==> src/core/rpic_regs.svh <==
// How it works
// - Every requesting source sets its latch bit.
// - Arbitration never alters the request latch.
// - Writing ones clears latch bits; zeros keep.
// - Set latch bit stays a live request.
// - Arbitration sets exactly one winner pending bit.
// - Masked sources latch but never win.
// - Mask one blocks service, zero allows.
// - Route latched requests to fast or normal.
// - Normal requests resolved by arbiter priority settings.
// - Seven arbiters: six first level, one second.
// - Groups take sources in ascending source order.
// - Order select picks one of four orders.
// - Input zero always first, input five last.
// - Rotation off keeps order select unchanged.
// - Rotation on: serviced input sets order select.
// - Fifty-six causes ORed onto request lines.
// - Sources at fixed bits; 24, 6 reserved.
// - Mode one routes fast, zero routes normal.
// - Fast sources never touch winner registers.
// - All mask bits set after reset.
`ifndef RPIC_REGS_SVH
`define RPIC_REGS_SVH

// Register byte addresses
`define RPIC_ADR_LATCH 32'h4A000000
`define RPIC_ADR_MODE 32'h4A000004
`define RPIC_ADR_MASK 32'h4A000008
`define RPIC_ADR_PRIO 32'h4A00000C
`define RPIC_ADR_WPEND 32'h4A000010
`define RPIC_ADR_WIDX 32'h4A000014

// Reset values
`define RPIC_ZERO32 32'h00000000
`define RPIC_MASK_RST 32'hFFFFFFFF

// Priority register layout: rotate enables, then two-bit order selects
`define RPIC_PRI_ROT_LSB 0
`define RPIC_PRI_SEL_LSB 7
`define RPIC_NUM_ARB 7
`define RPIC_L2 6

// Cause inputs and per-line cause counts, line 31 first, 5 bits each
`define RPIC_NUM_CAUSE 56
`define RPIC_CNT_W 5
`define RPIC_CAUSE_CNT {5'h02, 5'h01, 5'h01, 5'h03, 5'h01, 5'h01, 5'h01, 5'h00, \
    5'h03, 5'h01, 5'h01, 5'h01, 5'h01, 5'h01, 5'h01, 5'h02, \
    5'h03, 5'h01, 5'h01, 5'h01, 5'h01, 5'h01, 5'h01, 5'h01, \
    5'h01, 5'h00, 5'h10, 5'h04, 5'h01, 5'h01, 5'h01, 5'h01}

// Group layout
`define RPIC_GRP_W 6
`define RPIC_MID_BASE 4
`define RPIC_TOP_BASE 28
`define RPIC_IN_FIRST 3'h0
`define RPIC_IN_LAST 3'h5
`define RPIC_IN_ONE 3'h1

`endif

==> src/core/rpic_pkg.sv <==
package rpic_pkg;
    // Order select codes
    typedef enum logic [1:0] {
        RPIC_ORD_0 = 2'h0,
        RPIC_ORD_1 = 2'h1,
        RPIC_ORD_2 = 2'h2,
        RPIC_ORD_3 = 2'h3
    } rpic_sel_t;
    typedef logic [31:0] rpic_word_t;
    typedef logic [2:0] rpic_in_t;
    typedef logic [4:0] rpic_src_t;
endpackage

==> src/core/rpic_top.sv <==
`timescale 1ns/10ps
`include "rpic_regs.svh"
module rpic_top (
    input wire logic mclk,
    input wire logic rst,
    input wire logic ce,
    input wire logic [`RPIC_NUM_CAUSE-1:0] cause_in,
    input wire logic [31:0] addr,
    input wire rpic_pkg::rpic_word_t wr_data,
    input wire logic wr_en,
    input wire logic rd_en,
    output rpic_pkg::rpic_word_t rd_data,
    output logic fast_req,
    output logic normal_req
);
    import rpic_pkg::*;

    logic [`RPIC_NUM_CAUSE-1:0] cause_sync;
    rpic_word_t req_v;
    rpic_word_t latch_r, latch_nxt;
    rpic_word_t mode_r;
    rpic_word_t mask_r;
    rpic_word_t wpend_r, wpend_nxt;
    rpic_src_t widx_r;
    logic [`RPIC_NUM_ARB-1:0] rot_r;
    logic [2*`RPIC_NUM_ARB-1:0] sel_r, sel_nxt;
    rpic_word_t rd_data_r;
    logic fast_r, norm_r;
    rpic_word_t elig;
    logic [5:0] l1_valid;
    rpic_in_t l1_win [6];
    rpic_sel_t arb_snxt [`RPIC_NUM_ARB];
    logic l2_valid;
    rpic_in_t l2_win;
    rpic_src_t win_src;
    logic set_win;
    logic wr_latch, wr_mode, wr_mask, wr_prio, wr_wpend;
    rpic_word_t rd_mux;
    localparam logic [`RPIC_CNT_W*32-1:0] CNT_TBL = `RPIC_CAUSE_CNT;

    // Index of the first cause belonging to a request line
    function automatic int cause_base(input int line);
        int b;
        b = 0;
        for (int j = 0; j < line; j++)
        begin
            b = b + int'(CNT_TBL[`RPIC_CNT_W*j +: `RPIC_CNT_W]);
        end
        return b;
    endfunction

    // Causes come from other logic or pins; synchronise before use
    rpic_sync #(.WIDTH(`RPIC_NUM_CAUSE)) u_sync (
        .mclk(mclk),
        .rst(rst),
        .ce(ce),
        .d(cause_in),
        .q(cause_sync)
    );

    // Grouped causes ORed onto shared lines; reserved lines tied low
    genvar i;
    generate
        for (i = 0; i < 32; i++)
        begin : g_line
            localparam int CNT = int'(CNT_TBL[`RPIC_CNT_W*i +: `RPIC_CNT_W]);
            localparam int BASE = cause_base(i);
            if (CNT == 0)
            begin : g_rsv
                assign req_v[i] = 1'b0;
            end
            else
            begin : g_or
                assign req_v[i] = |cause_sync[BASE +: CNT];
            end
        end
    endgenerate

    // Bus decode
    assign wr_latch = wr_en && addr == `RPIC_ADR_LATCH;
    assign wr_mode = wr_en && addr == `RPIC_ADR_MODE;
    assign wr_mask = wr_en && addr == `RPIC_ADR_MASK;
    assign wr_prio = wr_en && addr == `RPIC_ADR_PRIO;
    assign wr_wpend = wr_en && addr == `RPIC_ADR_WPEND;

    // Only unmasked normal-mode latched bits compete
    assign elig = latch_r & ~mask_r & ~mode_r;

    // First level: groups 0 and 5 hold four sources on inputs 1..4
    generate
        for (i = 0; i < 6; i++)
        begin : g_l1
            logic [5:0] grp_req;
            if (i == 0)
            begin : g_lo
                assign grp_req = {1'b0, elig[3:0], 1'b0};
            end
            else if (i == 5)
            begin : g_hi
                assign grp_req = {1'b0, elig[`RPIC_TOP_BASE +: 4], 1'b0};
            end
            else
            begin : g_mid
                assign grp_req = elig[`RPIC_MID_BASE + `RPIC_GRP_W*(i-1) +: `RPIC_GRP_W];
            end
            rpic_arb6 u_arb (
                .req(grp_req),
                .sel(rpic_sel_t'(sel_r[2*i +: 2])),
                .valid(l1_valid[i]),
                .win(l1_win[i]),
                .sel_nxt(arb_snxt[i])
            );
        end
    endgenerate

    // Second level takes group winners, group 0 on input 0
    rpic_arb6 u_arb_l2 (
        .req(l1_valid),
        .sel(rpic_sel_t'(sel_r[2*`RPIC_L2 +: 2])),
        .valid(l2_valid),
        .win(l2_win),
        .sel_nxt(arb_snxt[`RPIC_L2])
    );

    // Source number of the overall winner
    always_comb
    begin
        rpic_in_t w;
        w = l1_win[l2_win];
        if (l2_win == `RPIC_IN_FIRST)
        begin
            win_src = 5'(w - `RPIC_IN_ONE);
        end
        else if (l2_win == `RPIC_IN_LAST)
        begin
            win_src = 5'(`RPIC_TOP_BASE + int'(w) - 1);
        end
        else
        begin
            win_src = 5'(`RPIC_MID_BASE + `RPIC_GRP_W * (int'(l2_win) - 1) + int'(w));
        end
    end

    // Arbitrate only while no winner is outstanding
    assign set_win = ~|wpend_r && l2_valid;

    // New requests win over a same-cycle clear
    assign latch_nxt = (latch_r & ~(wr_latch ? wr_data : `RPIC_ZERO32)) | req_v;

    // Exactly one winner bit; cleared by writing ones
    assign wpend_nxt = set_win ? (32'h00000001 << win_src)
        : wpend_r & ~(wr_wpend ? wr_data : `RPIC_ZERO32);

    // Order selects: software write first, else rotation on a new winner
    generate
        for (i = 0; i < `RPIC_NUM_ARB; i++)
        begin : g_sel
            logic hit;
            assign hit = set_win && rot_r[i] && (i == `RPIC_L2 || l2_win == 3'(i));
            assign sel_nxt[2*i +: 2] = wr_prio ? wr_data[`RPIC_PRI_SEL_LSB + 2*i +: 2]
                : hit ? 2'(arb_snxt[i]) : sel_r[2*i +: 2];
        end
    endgenerate

    // Read mux; unmapped addresses read zero
    assign rd_mux = (addr == `RPIC_ADR_LATCH) ? latch_r
        : (addr == `RPIC_ADR_MODE) ? mode_r
        : (addr == `RPIC_ADR_MASK) ? mask_r
        : (addr == `RPIC_ADR_PRIO) ? {11'h000, sel_r, rot_r}
        : (addr == `RPIC_ADR_WPEND) ? wpend_r
        : (addr == `RPIC_ADR_WIDX) ? {27'h0000000, widx_r}
        : `RPIC_ZERO32;

    // Pending state
    always_ff @(posedge mclk or posedge rst)
    begin
        if (rst)
        begin
            latch_r <= `RPIC_ZERO32;
            wpend_r <= `RPIC_ZERO32;
            widx_r <= 5'h00;
        end
        else if (ce)
        begin
            latch_r <= latch_nxt;
            wpend_r <= wpend_nxt;
            if (set_win)
            begin
                widx_r <= win_src;
            end
        end
    end

    // Configuration; everything starts masked
    always_ff @(posedge mclk or posedge rst)
    begin
        if (rst)
        begin
            mode_r <= `RPIC_ZERO32;
            mask_r <= `RPIC_MASK_RST;
            rot_r <= 7'h00;
            sel_r <= 14'h0000;
        end
        else if (ce)
        begin
            if (wr_mode)
            begin
                mode_r <= wr_data;
            end
            if (wr_mask)
            begin
                mask_r <= wr_data;
            end
            if (wr_prio)
            begin
                rot_r <= wr_data[`RPIC_PRI_ROT_LSB +: `RPIC_NUM_ARB];
            end
            sel_r <= sel_nxt;
        end
    end

    // Outputs to the core and the bus, all registered
    always_ff @(posedge mclk or posedge rst)
    begin
        if (rst)
        begin
            fast_r <= 1'b0;
            norm_r <= 1'b0;
            rd_data_r <= `RPIC_ZERO32;
        end
        else if (ce)
        begin
            fast_r <= |(latch_r & mode_r & ~mask_r);
            norm_r <= |wpend_r;
            rd_data_r <= rd_en ? rd_mux : `RPIC_ZERO32;
        end
    end

    assign rd_data = rd_data_r;
    assign fast_req = fast_r;
    assign normal_req = norm_r;
endmodule

==> src/core/rpic_sync.sv <==
`timescale 1ns/10ps
module rpic_sync #(
    parameter int WIDTH = 56
) (
    input wire logic mclk,
    input wire logic rst,
    input wire logic ce,
    input wire logic [WIDTH-1:0] d,
    output logic [WIDTH-1:0] q
);
    logic [WIDTH-1:0] meta_r;

    // Two stages; only the second stage is read downstream
    always_ff @(posedge mclk or posedge rst)
    begin
        if (rst)
        begin
            meta_r <= '0;
            q <= '0;
        end
        else if (ce)
        begin
            meta_r <= d;
            q <= meta_r;
        end
    end
endmodule

==> src/core/rpic_arb6.sv <==
`timescale 1ns/10ps
`include "rpic_regs.svh"
module rpic_arb6 (
    input wire logic [5:0] req,
    input wire rpic_pkg::rpic_sel_t sel,
    output logic valid,
    output rpic_pkg::rpic_in_t win,
    output rpic_pkg::rpic_sel_t sel_nxt
);
    import rpic_pkg::*;

    // Input 0 first, 1..4 rotate from sel, input 5 last
    always_comb
    begin
        logic found;
        rpic_in_t cand;
        found = 1'b0;
        cand = `RPIC_IN_FIRST;
        win = `RPIC_IN_LAST;
        if (req[0])
        begin
            win = `RPIC_IN_FIRST;
        end
        else
        begin
            for (int k = 0; k < 4; k++)
            begin
                cand = {1'b0, 2'(sel + 2'(k))} + `RPIC_IN_ONE;
                if (!found && req[cand])
                begin
                    win = cand;
                    found = 1'b1;
                end
            end
        end
    end

    assign valid = |req;
    // Ends keep the select; inputs 1..4 map to their low bits (4 wraps to 0)
    assign sel_nxt = (win == `RPIC_IN_FIRST || win == `RPIC_IN_LAST) ? sel
        : rpic_sel_t'(win[1:0]);
endmodule

==> config.mk <==
export PLATFORM = sky130hd
export DESIGN_NAME = rpic_top
export DESIGN_NICKNAME = d
export VERILOG_FILES = /design/src/core/rpic_pkg.sv /design/src/core/rpic_top.sv /design/src/core/rpic_sync.sv /design/src/core/rpic_arb6.sv
export VERILOG_INCLUDE_DIRS = /design/src /design/src/core
export SDC_FILE = /design/constraint.sdc
export NUM_CORES = 1
export LEC_CHECK = 0
export ABC_CLOCK_PERIOD_IN_PS = 14000
export BUFFER_PORTS_ARGS = -buffer_cell sky130_fd_sc_hd__buf_4
export CORE_MARGIN = 8
export CORE_UTILIZATION = 30
export CTS_CLUSTER_DIAMETER = 40
export CTS_CLUSTER_SIZE = 16
export DETAILED_ROUTE_END_ITERATION = 10
export GPL_TIMING_DRIVEN = 0
export HOLD_SLACK_MARGIN = 0.12
export PLACE_DENSITY = 0.56
export SKIP_LAST_GASP = 1
export SLEW_MARGIN = 20
export SYNTH_ARGS = -nofsm -noshare
export SYNTH_HDL_FRONTEND = slang
export SYNTH_SLANG_ARGS = --single-unit
==> constraint.sdc <==
create_clock -name mclk -period 14 [get_ports mclk]
set_input_delay 0 -clock mclk [delete_from_list [all_inputs] [get_ports mclk]]
set_output_delay 0 -clock mclk [all_outputs]
set_load 0.005 [all_outputs]
* Word-level counts from Yosys, hierarchy flattened
Index checks and enable logic that the tools add are counted.
Storage, ports and cells: input bits 125, logic and storage cells 411, register bits 300
Cells by class: bitwise logic cells 12, multipliers 1, order comparisons 29, equal/unequal tests 24, reductions and logical operators 110, multiplexer cells 161, shift operators 1, add/subtract/negate cells 55
Operators with widths (number):
- 32-bit two-way mux | 9
- 32-bit bitwise AND | 6
- 32-bit by 31-bit equality test with 1-bit output (second input constant) | 6
- 32-bit NOT | 4
- 3-bit by 4-bit < comparator with 1-bit output (second input constant) | 28
- 3-bit two-way mux | 35
- 32-bit OR reduction | 3
- 2-bit by 1-bit adder with 3-bit output (second input constant) | 28
- 1-bit binary-select mux with 3-bit select | 28
- 1-bit two-way mux | 64
- 2-bit two-way mux | 21
- 1-bit logical AND | 40
- 32-bit bitwise OR | 1
- 1-bit by 5-bit left shift with 32-bit output (first input constant) | 1
- 2-bit adder (second input constant) | 14
- 3-bit equality test (second input constant) | 8
- 6-bit OR reduction | 4
- 1-bit logical NOT | 22
- 3-bit logical NOT | 7
- 3-bit AND reduction | 7
- 16-bit OR reduction | 1
- 5-bit two-way mux | 3
- 2-bit by 1-bit adder with 2-bit output (second input constant) | 7
- 2-bit != test (second input constant) | 7
- 17 further kinds | 39

* Logic depth before layout (Yosys ltp)
Gate-level depths: netlist of run 1.
depth after elaboration 30, mapped depth 28, depth with buffers taken out 23

* By module
A second synthesis of run 1 with hierarchy kept.
Second synthesis, totals: cell total of the unflattened synthesis 1780, area total of the unflattened synthesis 18506.5 µm²
Modules (own cells, without submodules):
- rpic_top | area each 10656.5 µm², sequential area each 4744.6 µm², times used 1, cells each 1095
- rpic_sync | area each 4180.3 µm², sequential area each 2802.7 µm², times used 1, cells each 237
- rpic_arb6 | area each 524.3 µm², sequential area each 0.0 µm², times used 7, cells each 64

* Worst setup path after synthesis of run 1
OpenSTA, ideal clock, no wires.
path type reg2reg, start reg sel_r[10], end reg wpend_r[18], period minus slack after synthesis 5.525 ns, data required time 13.907 ns, cell stages (with the launch flop) 27, buffers on the path 4, setup time 0.093 ns, arrival 5.432 ns, path slack 8.475 ns, cell sequence dfrtp_1 -> clkbuf_1 -> clkbuf_1 -> inv_1 -> ha_1 -> or4b_2 -> o22a_1 -> o21ai_0 -> nor2_1 -> and3b_1 -> o21ai_0 -> nand2b_1 -> o211ai_1 -> a21o_1 -> and2_1 -> inv_1 -> ha_1 -> inv_1 -> ha_1 -> nor3b_1 -> a31oi_1 -> o21ai_1 -> or3_1 -> buf_2 -> or3_1 -> buf_6 -> o31ai_2
Between the ends: cells in the longest elaborated chain, start to end 22, elaborated cells between the ends (all ways) 39, classes of those cells add/sub (11); shift (1); mux (21); reduce/logical (6)
Ends and longest elaborated chain:
- from (decl) | line rpic_top.sv:26 | logic [2*`RPIC_NUM_ARB-1:0] sel_r, sel_nxt;
- from (signal assigned) | line rpic_top.sv:218 | sel_r <= sel_nxt;
- branches (longest 12 deep; another with 2-bit by 1-bit adder with 3-bit output)
- 3-bit two-way mux * | line rpic_arb6.sv:29 | if (!found && req[cand])
- 3-bit binary-select mux with 3-bit select * | line rpic_top.sv:129 | w = l1_win[l2_win];
- 3-bit two-way mux (implied by the code) * (2 in series) | line rpic_top.sv:129
- 5-bit by 3-bit adder with 5-bit output (no line)
- 5-bit by 1-bit subtractor with 5-bit output (no line)
- 5-bit two-way mux | line rpic_top.sv:134 | else if (l2_win == `RPIC_IN_LAST)
- 5-bit two-way mux * | line rpic_top.sv:130 | if (l2_win == `RPIC_IN_FIRST)
- 1-bit by 5-bit left shift with 32-bit output * | line rpic_top.sv:151 | assign wpend_nxt = set_win ? (32'h00000001 << win_src)
- 32-bit two-way mux * | line rpic_top.sv:151
- to (signal assigned) | line rpic_top.sv:180 | wpend_r <= `RPIC_ZERO32;
- to (signal assigned) | line rpic_top.sv:186 | wpend_r <= wpend_nxt;
- to (decl) | line rpic_top.sv:23 | rpic_word_t wpend_r, wpend_nxt;
Mark *: on every way between the ends. The select of a mux whose other input is x is not followed. A chain may end at the register's enable or synchronous reset.

* Worst setup path after layout of run 1
start reg sel_r[10], end reg wpend_r[9]
The elaborated chain is that of the path after synthesis.

==> run_results.csv, run 1 <==
group,metric,value,unit
drt,routed-via-count,15099,
logic_synthesis,mapped_cells,1669,
sta,worst_pin_slew,1.13,ns
floorplanning,rows,87,
layout,finish.instance_area,21600,um2
sta,slew_headroom,0.244,
pwr,totalPowerFinal,2.21,mW
hold_path,hold_path_class,"input port to flop",
critical_path,worst_path_largest_cell_delay,0.67,ns
logic_synthesis,synth.cell_area,17100,um2
cts,clock_tree.buffer_depth,3,
drt,first_iter_violations,1345,
critical_path,crit_type,"flop to flop",
global_route,grt_start_max_net_pins,106,
critical_path,critical_path.startpoint_type,"flop",
floorplanning,core_region_area,56300,um2
critical_path,cp.required,14.44,ns
global_route,globalRouteTotalUtil,0.184,
cts,cts_sinks,300,
drt,via_per_inst,5.48,
global_route,antenna_found_initial,0,
critical_path,critical-path-top-delay-family,"simple AND/OR/NAND/NOR gates",
critical_path,worstPathMaxFanout,10,
status,status,"finished clean",
floorplanning,top_level_i_o_count,159,
logic_synthesis,synth.distinct_cells,95,
logic_synthesis,syn-mean-instance-area,10.2,um2
placement,numPortBuffers,157,
drt,wire_per_inst,22.2,um
sta,achievable-frequency,147,MHz
pwr,power-per-cell-area,103,nW/um2
cts,ctsHtreeMaxLevel,2,
floorplanning,initial_utilization,0.303,
global_route,grt_pass1_vias,15038,
logic_synthesis,synth-seq-cells,300,
logic_synthesis,synth-edff-count,0,
global_route,grt_overflow_total,0,
sta,hold_violations,0,
floorplanning,dieWidth,254,um
drt,drt_pass1_iterations,6,
critical_path,worst_ep_arrival_time,7.25,ns
critical_path,cpMaxStageDelayCell,"or4b_2",
sta,setup-violations-final,0,
logic_synthesis,synth_seq_area_share,0.442,
drt,drtAntennaViolNets,0,
layout,layout-area-overhead-vs-synth,26.4,%
logic_synthesis,synth_flop_cell,"dfrtp_1",
global_route,first_pass_grt_wire_length,92700,um
logic_synthesis,synthesis.yosys.warnings,0,
logic_synthesis,synth_fp_nets,1832,
floorplanning,design.die.area,64800,um2
sta,min_period,6.81,ns
layout,most_common_cell_after_layout_fill_and_taps_aside,"dfrtp_1",
cts,cts-root-buf,"clkbuf_16",
floorplanning,die_height,254,um
placement,dpl_cell_area,19300,um2
run,cap_viol_max_count,0,
critical_path,end_kind,"flop",
pwr,maximum_vdd_drop,0.0893,mV
cts,clk_transition_reported_paths,0.06,ns
placement,routabilityCongestion,0.946,
layout,finalNetCount,2130,
pwr,total_leakage_power,8.99,nW
drt,totalWireLength,61100,um
cts,cts-buffers-inserted,39,
cts,worst_skew_pair.late_latency,0.54,ns
cts,post_cts_resized,0,
layout,fraction_of_layout_cells_with_a_size_suffix_above_1,0.265,
sta,slew_violations,0,
layout,layout_common_cells,"268 x dfrtp_1, 193 x mux2_2, 184 x nand2_1",
critical_path,worstPathBufferInverterCount,6,
drt,route.detailed.drc,0,
sta,fin_worst_skew,0.0201,ns
sta,unrepaired_setup_endpoints_after_global_routing,"false",
logic_synthesis,async_reset_ff_frac,1.00,
placement,hpwlAfterDp,46600,um
sta,timing.final.crit_share,0.486,
sta,setup_tns,0,ns
cts,cts_tree,"built",
==> worst reg2reg max path, cell delays in order, from the launching register on <==
cell and delay (ns):
dfrtp_1 0.40, clkbuf_1 0.35, clkbuf_1 0.45, inv_1 0.13, ha_1 0.42, or4b_2 0.67, o22a_1 0.22, o21ai_0 0.32
nor2_1 0.15, and3b_1 0.18, o21ai_0 0.40, nand2b_1 0.21, o211ai_1 0.12, a21o_1 0.21, and2_1 0.17, inv_1 0.07
ha_1 0.22, inv_1 0.06, ha_1 0.24, nor3b_1 0.15, a31oi_1 0.15, o21ai_1 0.08, or3_1 0.40, buf_2 0.19
or3_1 0.49, o31ai_1 0.26
==> final timing paths <==
| kind | startpoint | endpoint | slack (ns) | cells past startpoint |
|---|---|---|---|---|
| worst max-delay path | sel_r[10] | wpend_r[9] | 7.19 | 25 |
| worst min-delay path | addr[2] | rd_data[4] | 0.17 | 6 |
| worst max register to register | sel_r[10] | wpend_r[9] | 7.19 | 25 |
| worst min register to register | u_sync.q[51] | latch_r[28] | 0.49 | 2 |
| max in group asynchronous | rst | mask_r[1] | 12.11 | 6 |
| min in group asynchronous | rst | mode_r[17] | 0.61 | 4 |
==> synth_stat cells, types with 9 or more instances <==
cell / n / area (um2)
nor2b_1: 9 / 56.3
nand2b_1: 15 / 93.8
a21boi_0: 15 / 113
nand3b_1: 36 / 270
nand4_1: 14 / 87.6
o21ai_0: 55 / 275
a221oi_1: 21 / 184
o31ai_2: 11 / 138
or3b_2: 13 / 114
dfstp_2: 32 / 841
clkbuf_1: 76 / 285
a21oi_1: 74 / 370
nor3b_1: 20 / 150
dfrtp_1: 268 / 6710
mux2i_1: 26 / 260
mux2_2: 193 / 2170
nor2_1: 107 / 402
inv_1: 71 / 267
nor4_1: 20 / 125
nor3_1: 23 / 115
o211ai_1: 9 / 67.6
ha_1: 37 / 463
nand3_1: 25 / 125
nand2_1: 184 / 691
a22o_1: 25 / 219
o22ai_1: 38 / 238
or3_1: 9 / 56.3
a222oi_1: 15 / 150
o31ai_1: 28 / 210
o21ai_1: 11 / 55.1
and2_1: 11 / 68.8
or3b_1: 9 / 78.8
a211oi_1: 15 / 113
==> flip-flops by register name, summed over array words and instances, names as in the netlist, 7 cells and up <==
signal	count
mode_r	32
rd_data	32
mask_r	32
sel_r	14
rot_r	7
u_sync.meta_r	56
u_sync.q	56
wpend_r	32
latch_r	32
==> per-stage QoR <==
| stage | cells | worst slack (ns) | utilization | hold WS [ns] |
|---|---|---|---|---|
| final | 2754 | 7.19 | 0.383 | 0.172 |
| after global routing | 2753 | 6.81 | 0.383 | 0.203 |
| after CTS | 2753 | 7.35 | 0.383 | 0.145 |
| after detailed placement | 2586 | 7.39 | 0.343 | -0.0105 |
| after global placement | 2582 | 2.29 | 0.341 | 0.234 |
| after floorplan | 1669 | 5.76 | - | 0.102 |
==> timing repair <==
item	4_1_cts	5_1_grt
hold endpoints to repair	315	0
buffers inserted	0	0
endpoints found under the setup margin	0	0
hold buffers	96	0
==> cell type report <==
| cell class | instances | area, um2 |
|---|---|---|
| Antenna cell | 1 | 2.50 |
| Buffer | 83 | 333 |
| Clock buffer | 44 | 1050 |
| Clock inverter | 27 | 251 |
| Fill cell | 5566 | 34700 |
| Inverter | 74 | 298 |
| Multi-Input combinational cell | 1212 | 8910 |
| Sequential cell | 300 | 7550 |
| Tap cell | 756 | 946 |
| Timing Repair Buffer | 257 | 2230 |
==> where the power goes <==
part	internal [mW]	switching (mW)	leakage, nW
clock network	0.563	0.434	0.618
registers	0.942	0.0533	3.58
logic	0.114	0.109	4.80
==> routing by layer <==
layer | GRT usage | vias up | part of all wire | wire [um]
met3 | 0.0221 | 124 | 0.055 | 3380
met1 | 0.246 | 7564 | 0.43 | 26500
li1 | - | 6825 | - | -
met2 | 0.300 | 586 | 0.47 | 28700
met4 | 0.0773 | 0 | 0.042 | 2580
met5 | 0 | - | 0 | 0
==> cell families after synthesis <==
logic type      Yosys count  synth area share
compound gates          399             0.169
xor+xnor                  9           0.00462
fa+ha+maj                38            0.0283
buf+inv                 157            0.0365
flops                   300             0.442
mux                     226             0.151
simple gates            540             0.168
(Power assumes the default switching activity.)
==> run 2, diff against run 1 <==
--- a/config.mk
+++ b/config.mk
@@ -6,7 +6,7 @@
 export SDC_FILE = /design/constraint.sdc
 export NUM_CORES = 1
 export LEC_CHECK = 0
-export ABC_CLOCK_PERIOD_IN_PS = 14000
+export ABC_CLOCK_PERIOD_IN_PS = 6900
 export BUFFER_PORTS_ARGS = -buffer_cell sky130_fd_sc_hd__buf_4
 export CORE_MARGIN = 8
 export CORE_UTILIZATION = 30
==> constraint.sdc (replaced) <==
create_clock -name mclk -period 6.9 [get_ports mclk]
set_input_delay 0 -clock mclk [delete_from_list [all_inputs] [get_ports mclk]]
set_output_delay 0 -clock mclk [all_outputs]
set_load 0.005 [all_outputs]
==> run 2 against run 1 <==
Critical path depth decreased by 1. Clock power increased by 110%. Hold slack improved by 0.050 ns. Worst setup slack got worse by 6.7 ns. Largest power group unchanged. Final cell count increased by 0.15%. Clock-buffer cell count increased by 5. Flip-flop and latch count unchanged. Fmax increased by 5.9%. Utilization increased by 0.26 points. Sequential share of layout area decreased by 0.24 points. Non-clock buffer count increased by 6. Sequential power increased by 100%.
==> run_results.csv, run 2 (synthesized netlist as in run 1, its figures left out) <==
group,metric,value,unit
placement,dp_cells,2593,
layout,layout_common_cells,"268 x dfrtp_1, 193 x mux2_2, 184 x nand2_1",
layout,layout-area-overhead-vs-synth,27.2,%
drt,route.detailed.drc,0,
sta,slew_headroom,0.214,
drt,totalWireLength,62100,um
sta,timing.final.crit_share,0.931,
cts,cts-buffers-inserted,37,
floorplanning,core_region_area,56300,um2
critical_path,setup_slack_on_the_worst_flop_to_flop_path,0.48,ns
sta,fin_worst_skew,0.0229,ns
critical_path,worst_ep_arrival_time,6.86,ns
cts,cts-root-buf,"clkbuf_16",
layout,finalNetCount,2134,
critical_path,worst_r2r_dst,"wpend_r[9]",
sta,hold_violations,0,
cts,cts_tree,"built",
critical_path,critical_path.startpoint_type,"flop",
critical_path,worst_path_largest_cell_delay,0.59,ns
critical_path,cpMaxStageDelayCell,"or4_1",
critical_path,critical-path-top-delay-family,"simple AND/OR/NAND/NOR gates",
critical_path,crit-reg2reg-launch,"sel_r[2]",
layout,most_common_cell_after_layout_fill_and_taps_aside,"dfrtp_1",
drt,drtAntennaViolNets,0,
drt,via_per_inst,5.50,
pwr,total_leakage_power,9.08,nW
drt,routed-via-count,15175,
placement,numPortBuffers,157,
critical_path,end_kind,"flop",
critical_path,endpoint,"wpend_r[9]",
sta,timing.hold.ws,0.222,ns
sta,setup-violations-final,0,
critical_path,worstPathMaxFanout,10,
floorplanning,die_height,254,um
floorplanning,rows,87,
layout,finish.cell_count_without_fillers,2758,
sta,setup_tns,0,ns
pwr,totalPowerFinal,4.54,mW
floorplanning,initial_utilization,0.303,
sta,achievable-frequency,156,MHz
sta,unrepaired_setup_endpoints_after_global_routing,"false",
global_route,antenna_found_initial,2,
cts,postCtsSetupRepairBufs,0,
global_route,globalRouteTotalUtil,0.187,
cts,ctsHtreeMaxLevel,2,
cts,worst_skew_pair.late_latency,0.54,ns
critical_path,cp.required,7.34,ns
layout,fraction_of_layout_cells_with_a_size_suffix_above_1,0.267,
global_route,grt_pass1_vias,14976,
drt,wire_per_inst,22.5,um
floorplanning,top_level_i_o_count,159,
critical_path,reg2reg_depth,24,
critical_path,crit_start,"sel_r[2]",
cts,clk_transition_reported_paths,0.06,ns
cts,clock_tree.buffer_depth,3,
global_route,grt_start_max_net_pins,35,
critical_path,critical_path.cell_chain,"clkbuf_1, inv_1, ha_1, clkbuf_1, nor2_1, o21ai_0, o221ai_1, or4_1, o211a_1, o21ai_0, nand2_1, a21o_1, and2_1, inv_1, ha_1, inv_1, ha_1, nor3b_1, a31oi_1, o21ai_1, or3_1, buf_2, or3_1, o31ai_1",
sta,worst_pin_slew,1.17,ns
global_route,first_pass_grt_wire_length,93100,um
sta,min_period,6.42,ns
run,cap_viol_max_count,0,
floorplanning,dieWidth,254,um
critical_path,worstPathBufferInverterCount,6,
drt,drt_pass1_iterations,6,
floorplanning,design.die.area,64800,um2
pwr,maximum_vdd_drop,0.183,mV
cts,cts_sinks,300,
layout,largestRegisters,"u_sync.meta_r (56), u_sync.q (56)",
hold_path,hold_path_class,"input port to flop",
pwr,power-per-cell-area,209,nW/um2
critical_path,crit_cells,24,
placement,routabilityCongestion,0.950,
placement,hpwlAfterDp,47600,um
global_route,grt_overflow_total,0,
drt,first_iter_violations,1426,
sta,slew_violations,0,
status,status,"finished clean",
critical_path,crit_type,"flop to flop",
[run 2: cell type report]
cell class / instances / area, um2
sequential: 300 / 7550
clock inverter: 19 / 239
inverter: 74 / 294
antenna: 2 / 5.00
fill: 5583 / 34600
clock buffer: 49 / 1050
multi-input combinational: 1212 / 8910
timing repair buffer: 264 / 2380
tap: 756 / 946
buffer: 82 / 332
[run 2: power by group]
group	internal [mW]	switching, mW
combinational	0.241	0.223
clock	1.24	0.815
sequential	1.91	0.110
total	3.39	1.15
[run 2: worst min path at each step]
stage,from,end,slack (ns),depth (start not counted)
global route,cause_in[51],u_sync.meta_r[51],0.23,3
global placement,cause_in[45],u_sync.meta_r[45],0.23,2
CTS,wr_en,latch_r[29],0.20,6
finish,wr_en,latch_r[29],0.22,6
floorplan,wr_data[6],latch_r[6],0.10,1
detailed placement,rst,u_sync.meta_r[42],0.10,2
[run 2: worst register-to-register path, stage by stage (launching register included)]
cell and delay, ns:
dfrtp_1 0.46, clkbuf_1 0.50, inv_1 0.31, ha_1 0.51, clkbuf_1 0.35, nor2_1 0.09, o21ai_0 0.12, o221ai_1 0.26
or4_1 0.59, o211a_1 0.19, o21ai_0 0.17, nand2_1 0.07, a21o_1 0.15, and2_1 0.18, inv_1 0.07, ha_1 0.22
inv_1 0.06, ha_1 0.25, nor3b_1 0.15, a31oi_1 0.15, o21ai_1 0.08, or3_1 0.41, buf_2 0.19, or3_1 0.51
o31ai_1 0.29
[run 2: routing by layer]
| layer | vias up | track usage | wire length [um] |
|---|---|---|---|
| met5 | - | 0 | 0 |
| met4 | 0 | 0.0847 | 2710 |
| met3 | 124 | 0.0272 | 3870 |
| met2 | 600 | 0.300 | 29100 |
| met1 | 7620 | 0.247 | 26500 |
| li1 | 6831 | - | - |
[run 2: per-stage QoR]
step,util,setup WS (ns),instance area (um2)
final,0.386,0.475,21700
after global routing,0.386,0.135,21700
after CTS,0.386,0.139,21700
after detailed placement,0.346,0.178,19400
after global placement,0.341,0.0170,19200
after floorplan,-,1.38,17100
[run 2: timing repair]
item,4_1_cts,5_1_grt
endpoints found under the setup margin,0,32
hold buffers,96,0
gates resized for setup,0,8
endpoints found under the hold margin,303,0
==> run 3, diff against run 2 <==
--- a/config.mk
+++ b/config.mk
@@ -8,7 +8,6 @@
 export LEC_CHECK = 0
 export ABC_CLOCK_PERIOD_IN_PS = 6900
 export BUFFER_PORTS_ARGS = -buffer_cell sky130_fd_sc_hd__buf_4
-export CORE_MARGIN = 8
 export CORE_UTILIZATION = 30
 export CTS_CLUSTER_DIAMETER = 40
 export CTS_CLUSTER_SIZE = 16
@@ -16,7 +15,6 @@
 export GPL_TIMING_DRIVEN = 0
 export HOLD_SLACK_MARGIN = 0.12
 export PLACE_DENSITY = 0.56
-export SKIP_LAST_GASP = 1
 export SLEW_MARGIN = 20
 export SYNTH_ARGS = -nofsm -noshare
 export SYNTH_HDL_FRONTEND = slang
==> run 3 against run 2 <==
Final cell count down 0.33%. Utilization down 0.20 points. Sequential share of layout area up 0.18 points. Fmax up 0.87%. Non-clock buffer count down 2. Worst setup slack better by 0.055 ns. Clock power down 6%. First-iteration DRC count down 19%. Global-route usage up 2.3 points. Critical endpoint unchanged. Largest power group is now registers.
==> run_results.csv, run 3 (synthesized netlist as in run 1, its figures left out) <==
group,metric,value,unit
pwr,sequentialPowerShare,0.457,
pwr,power_frac_comb,0.106,
floorplanning,dieWidth,240,um
run,cap_viol_max_count,0,
placement,dp_cells,2593,
cts,worst_skew_pair.late_latency,0.53,ns
sta,hold_violations,0,
drt,route.detailed.drc,0,
drt,totalWireLength,61100,um
sta,unrepaired_setup_endpoints_after_global_routing,"false",
cts,clk_transition_reported_paths,0.07,ns
cts,ctsHtreeMaxLevel,2,
floorplanning,die_height,240,um
pwr,maximum_vdd_drop,0.172,mV
layout,fraction_of_layout_cells_with_a_size_suffix_above_1,0.268,
layout,layout.filler_cells,5548,
cts,postCtsSetupRepairBufs,0,
layout,antenna_cells_inserted,0,
hold_path,hold-path-cell-count,3,
floorplanning,initial_utilization,0.303,
drt,routed-via-count,14934,
critical_path,cpMaxStageDelayCell,"or4b_2",
placement,numPortBuffers,157,
layout,layout-area-overhead-vs-synth,26.6,%
cts,cts_sinks,300,
critical_path,worst_ep_arrival_time,6.79,ns
pwr,total_leakage_power,9.01,nW
critical_path,crit_cells,25,
pwr,portion_of_total_power_attributed_to_the_clock_network,0.438,
floorplanning,design.die.area,57800,um2
floorplanning,top_level_i_o_count,159,
placement,dpl_cell_area,19400,um2
layout,finish.cell_count_without_fillers,2749,
layout,layout_common_cells,"268 x dfrtp_1, 193 x mux2_2, 184 x nand2_1",
drt,first_iter_violations,1151,
sta,setup-violations-final,0,
critical_path,worst_path_largest_cell_delay,0.67,ns
pwr,power-per-cell-area,205,nW/um2
pwr,switchingPower,1.15,mW
global_route,first_pass_grt_wire_length,92100,um
global_route,globalRouteTotalUtil,0.210,
global_route,grt_pass1_vias,14775,
drt,drt_pass1_iterations,6,
cts,clock_tree.buffer_depth,3,
hold_path,hold_path_class,"input port to flop",
critical_path,worstPathMaxFanout,10,
drt,via_per_inst,5.43,
sta,timing.final.crit_share,0.923,
sta,setup_tns,0,ns
floorplanning,rows,87,
critical_path,critical_path.startpoint_type,"flop",
critical_path,critical-path-top-delay-family,"simple AND/OR/NAND/NOR gates",
drt,wire_per_inst,22.2,um
sta,worst_pin_slew,1.10,ns
sta,slew_headroom,0.266,
layout,finish.instance_area,21600,um2
pwr,internal_power,3.27,mW
critical_path,cp.required,7.32,ns
placement,routabilityCongestion,0.956,
drt,drtAntennaViolNets,0,
sta,achievable-frequency,157,MHz
cts,cts-buffers-inserted,36,
floorplanning,core_region_area,56300,um2
global_route,antenna_found_initial,0,
critical_path,reg2reg_depth,25,
layout,largestRegisters,"u_sync.meta_r (56), u_sync.q (56)",
status,status,"finished clean",
pwr,netSwitchingFraction,0.260,
placement,hpwlAfterDp,46700,um
critical_path,end_kind,"flop",
layout,finalNetCount,2131,
sta,min_period,6.37,ns
sta,slew_violations,0,
critical_path,worstPathBufferInverterCount,6,
layout,most_common_cell_after_layout_fill_and_taps_aside,"dfrtp_1",
cts,cts_tree,"built",
critical_path,crit_type,"flop to flop",
sta,fin_worst_skew,0.0187,ns
global_route,grt_overflow_total,0,
global_route,grt_start_max_net_pins,34,
cts,cts-root-buf,"clkbuf_16",
[run 3: final cells by class]
cell class,instances,area (um2),share of cell area
multi-input combinational,1212,8920,0.413
sequential,300,7550,0.349
timing repair buffer,261,2340,0.109
clock buffer,42,985,0.0456
tap,756,946,0.0438
buffer,83,335,0.0155
inverter,74,294,0.0136
clock inverter,21,228,0.0105
[run 3: worst reg2reg max path, delay by kind of cell (launching register included)]
kind	cells	cell delay, ns
buf+inv	6	1.05
compound gates	8	1.60
simple gates	8	2.37
fa+ha+maj	3	0.87
flops	1	0.39
[run 3: per-layer routing]
metal,part of all wire,global-route usage
met2,0.48,0.347
met1,0.44,0.283
met3,0.053,0.0271
met4,0.030,0.0687
met5,0,0
[run 3: worst paths after layout]
kind	from	end	slack, ns
worst max-delay path	sel_r[10]	wpend_r[9]	0.53
max in group asynchronous	rst	mask_r[0]	4.89
min in group asynchronous	rst	u_sync.q[43]	0.61
worst min-delay path	wr_en	mode_r[30]	0.14
worst min register to register	u_sync.q[45]	latch_r[23]	0.49
worst max register to register	sel_r[10]	wpend_r[9]	0.53
[run 3: power by group through the flow]
| stage | clock network, mW | registers (mW) | logic (mW) |
|---|---|---|---|
| after global routing | 2.04 | 2.04 | 0.508 |
| after floorplan | 0 | 2.01 | 0.248 |
| after CTS | 1.97 | 2.02 | 0.471 |
| after global placement | 0 | 2.05 | 0.400 |
| final | 1.94 | 2.02 | 0.468 |
| after detailed placement | 0 | 2.05 | 0.426 |
[run 3: stage by stage]
step                       util  setup WS (ns)  hold WS (ns)  total power [mW]
final                     0.384          0.531         0.144              4.42
after detailed placement  0.345          0.325        0.0233              2.48
after global placement    0.341          0.135         0.233              2.45
after global routing      0.384         0.0528         0.161              4.58
after CTS                 0.383          0.258         0.132              4.46
after floorplan               -           1.38         0.102              2.25
[run 3: timing repair]
item | 4_1_cts | 5_1_grt
hold endpoints to repair | 378 | 0
resized for setup | 0 | 8
endpoints found under the setup margin | 0 | 20
hold buffers | 93 | 0
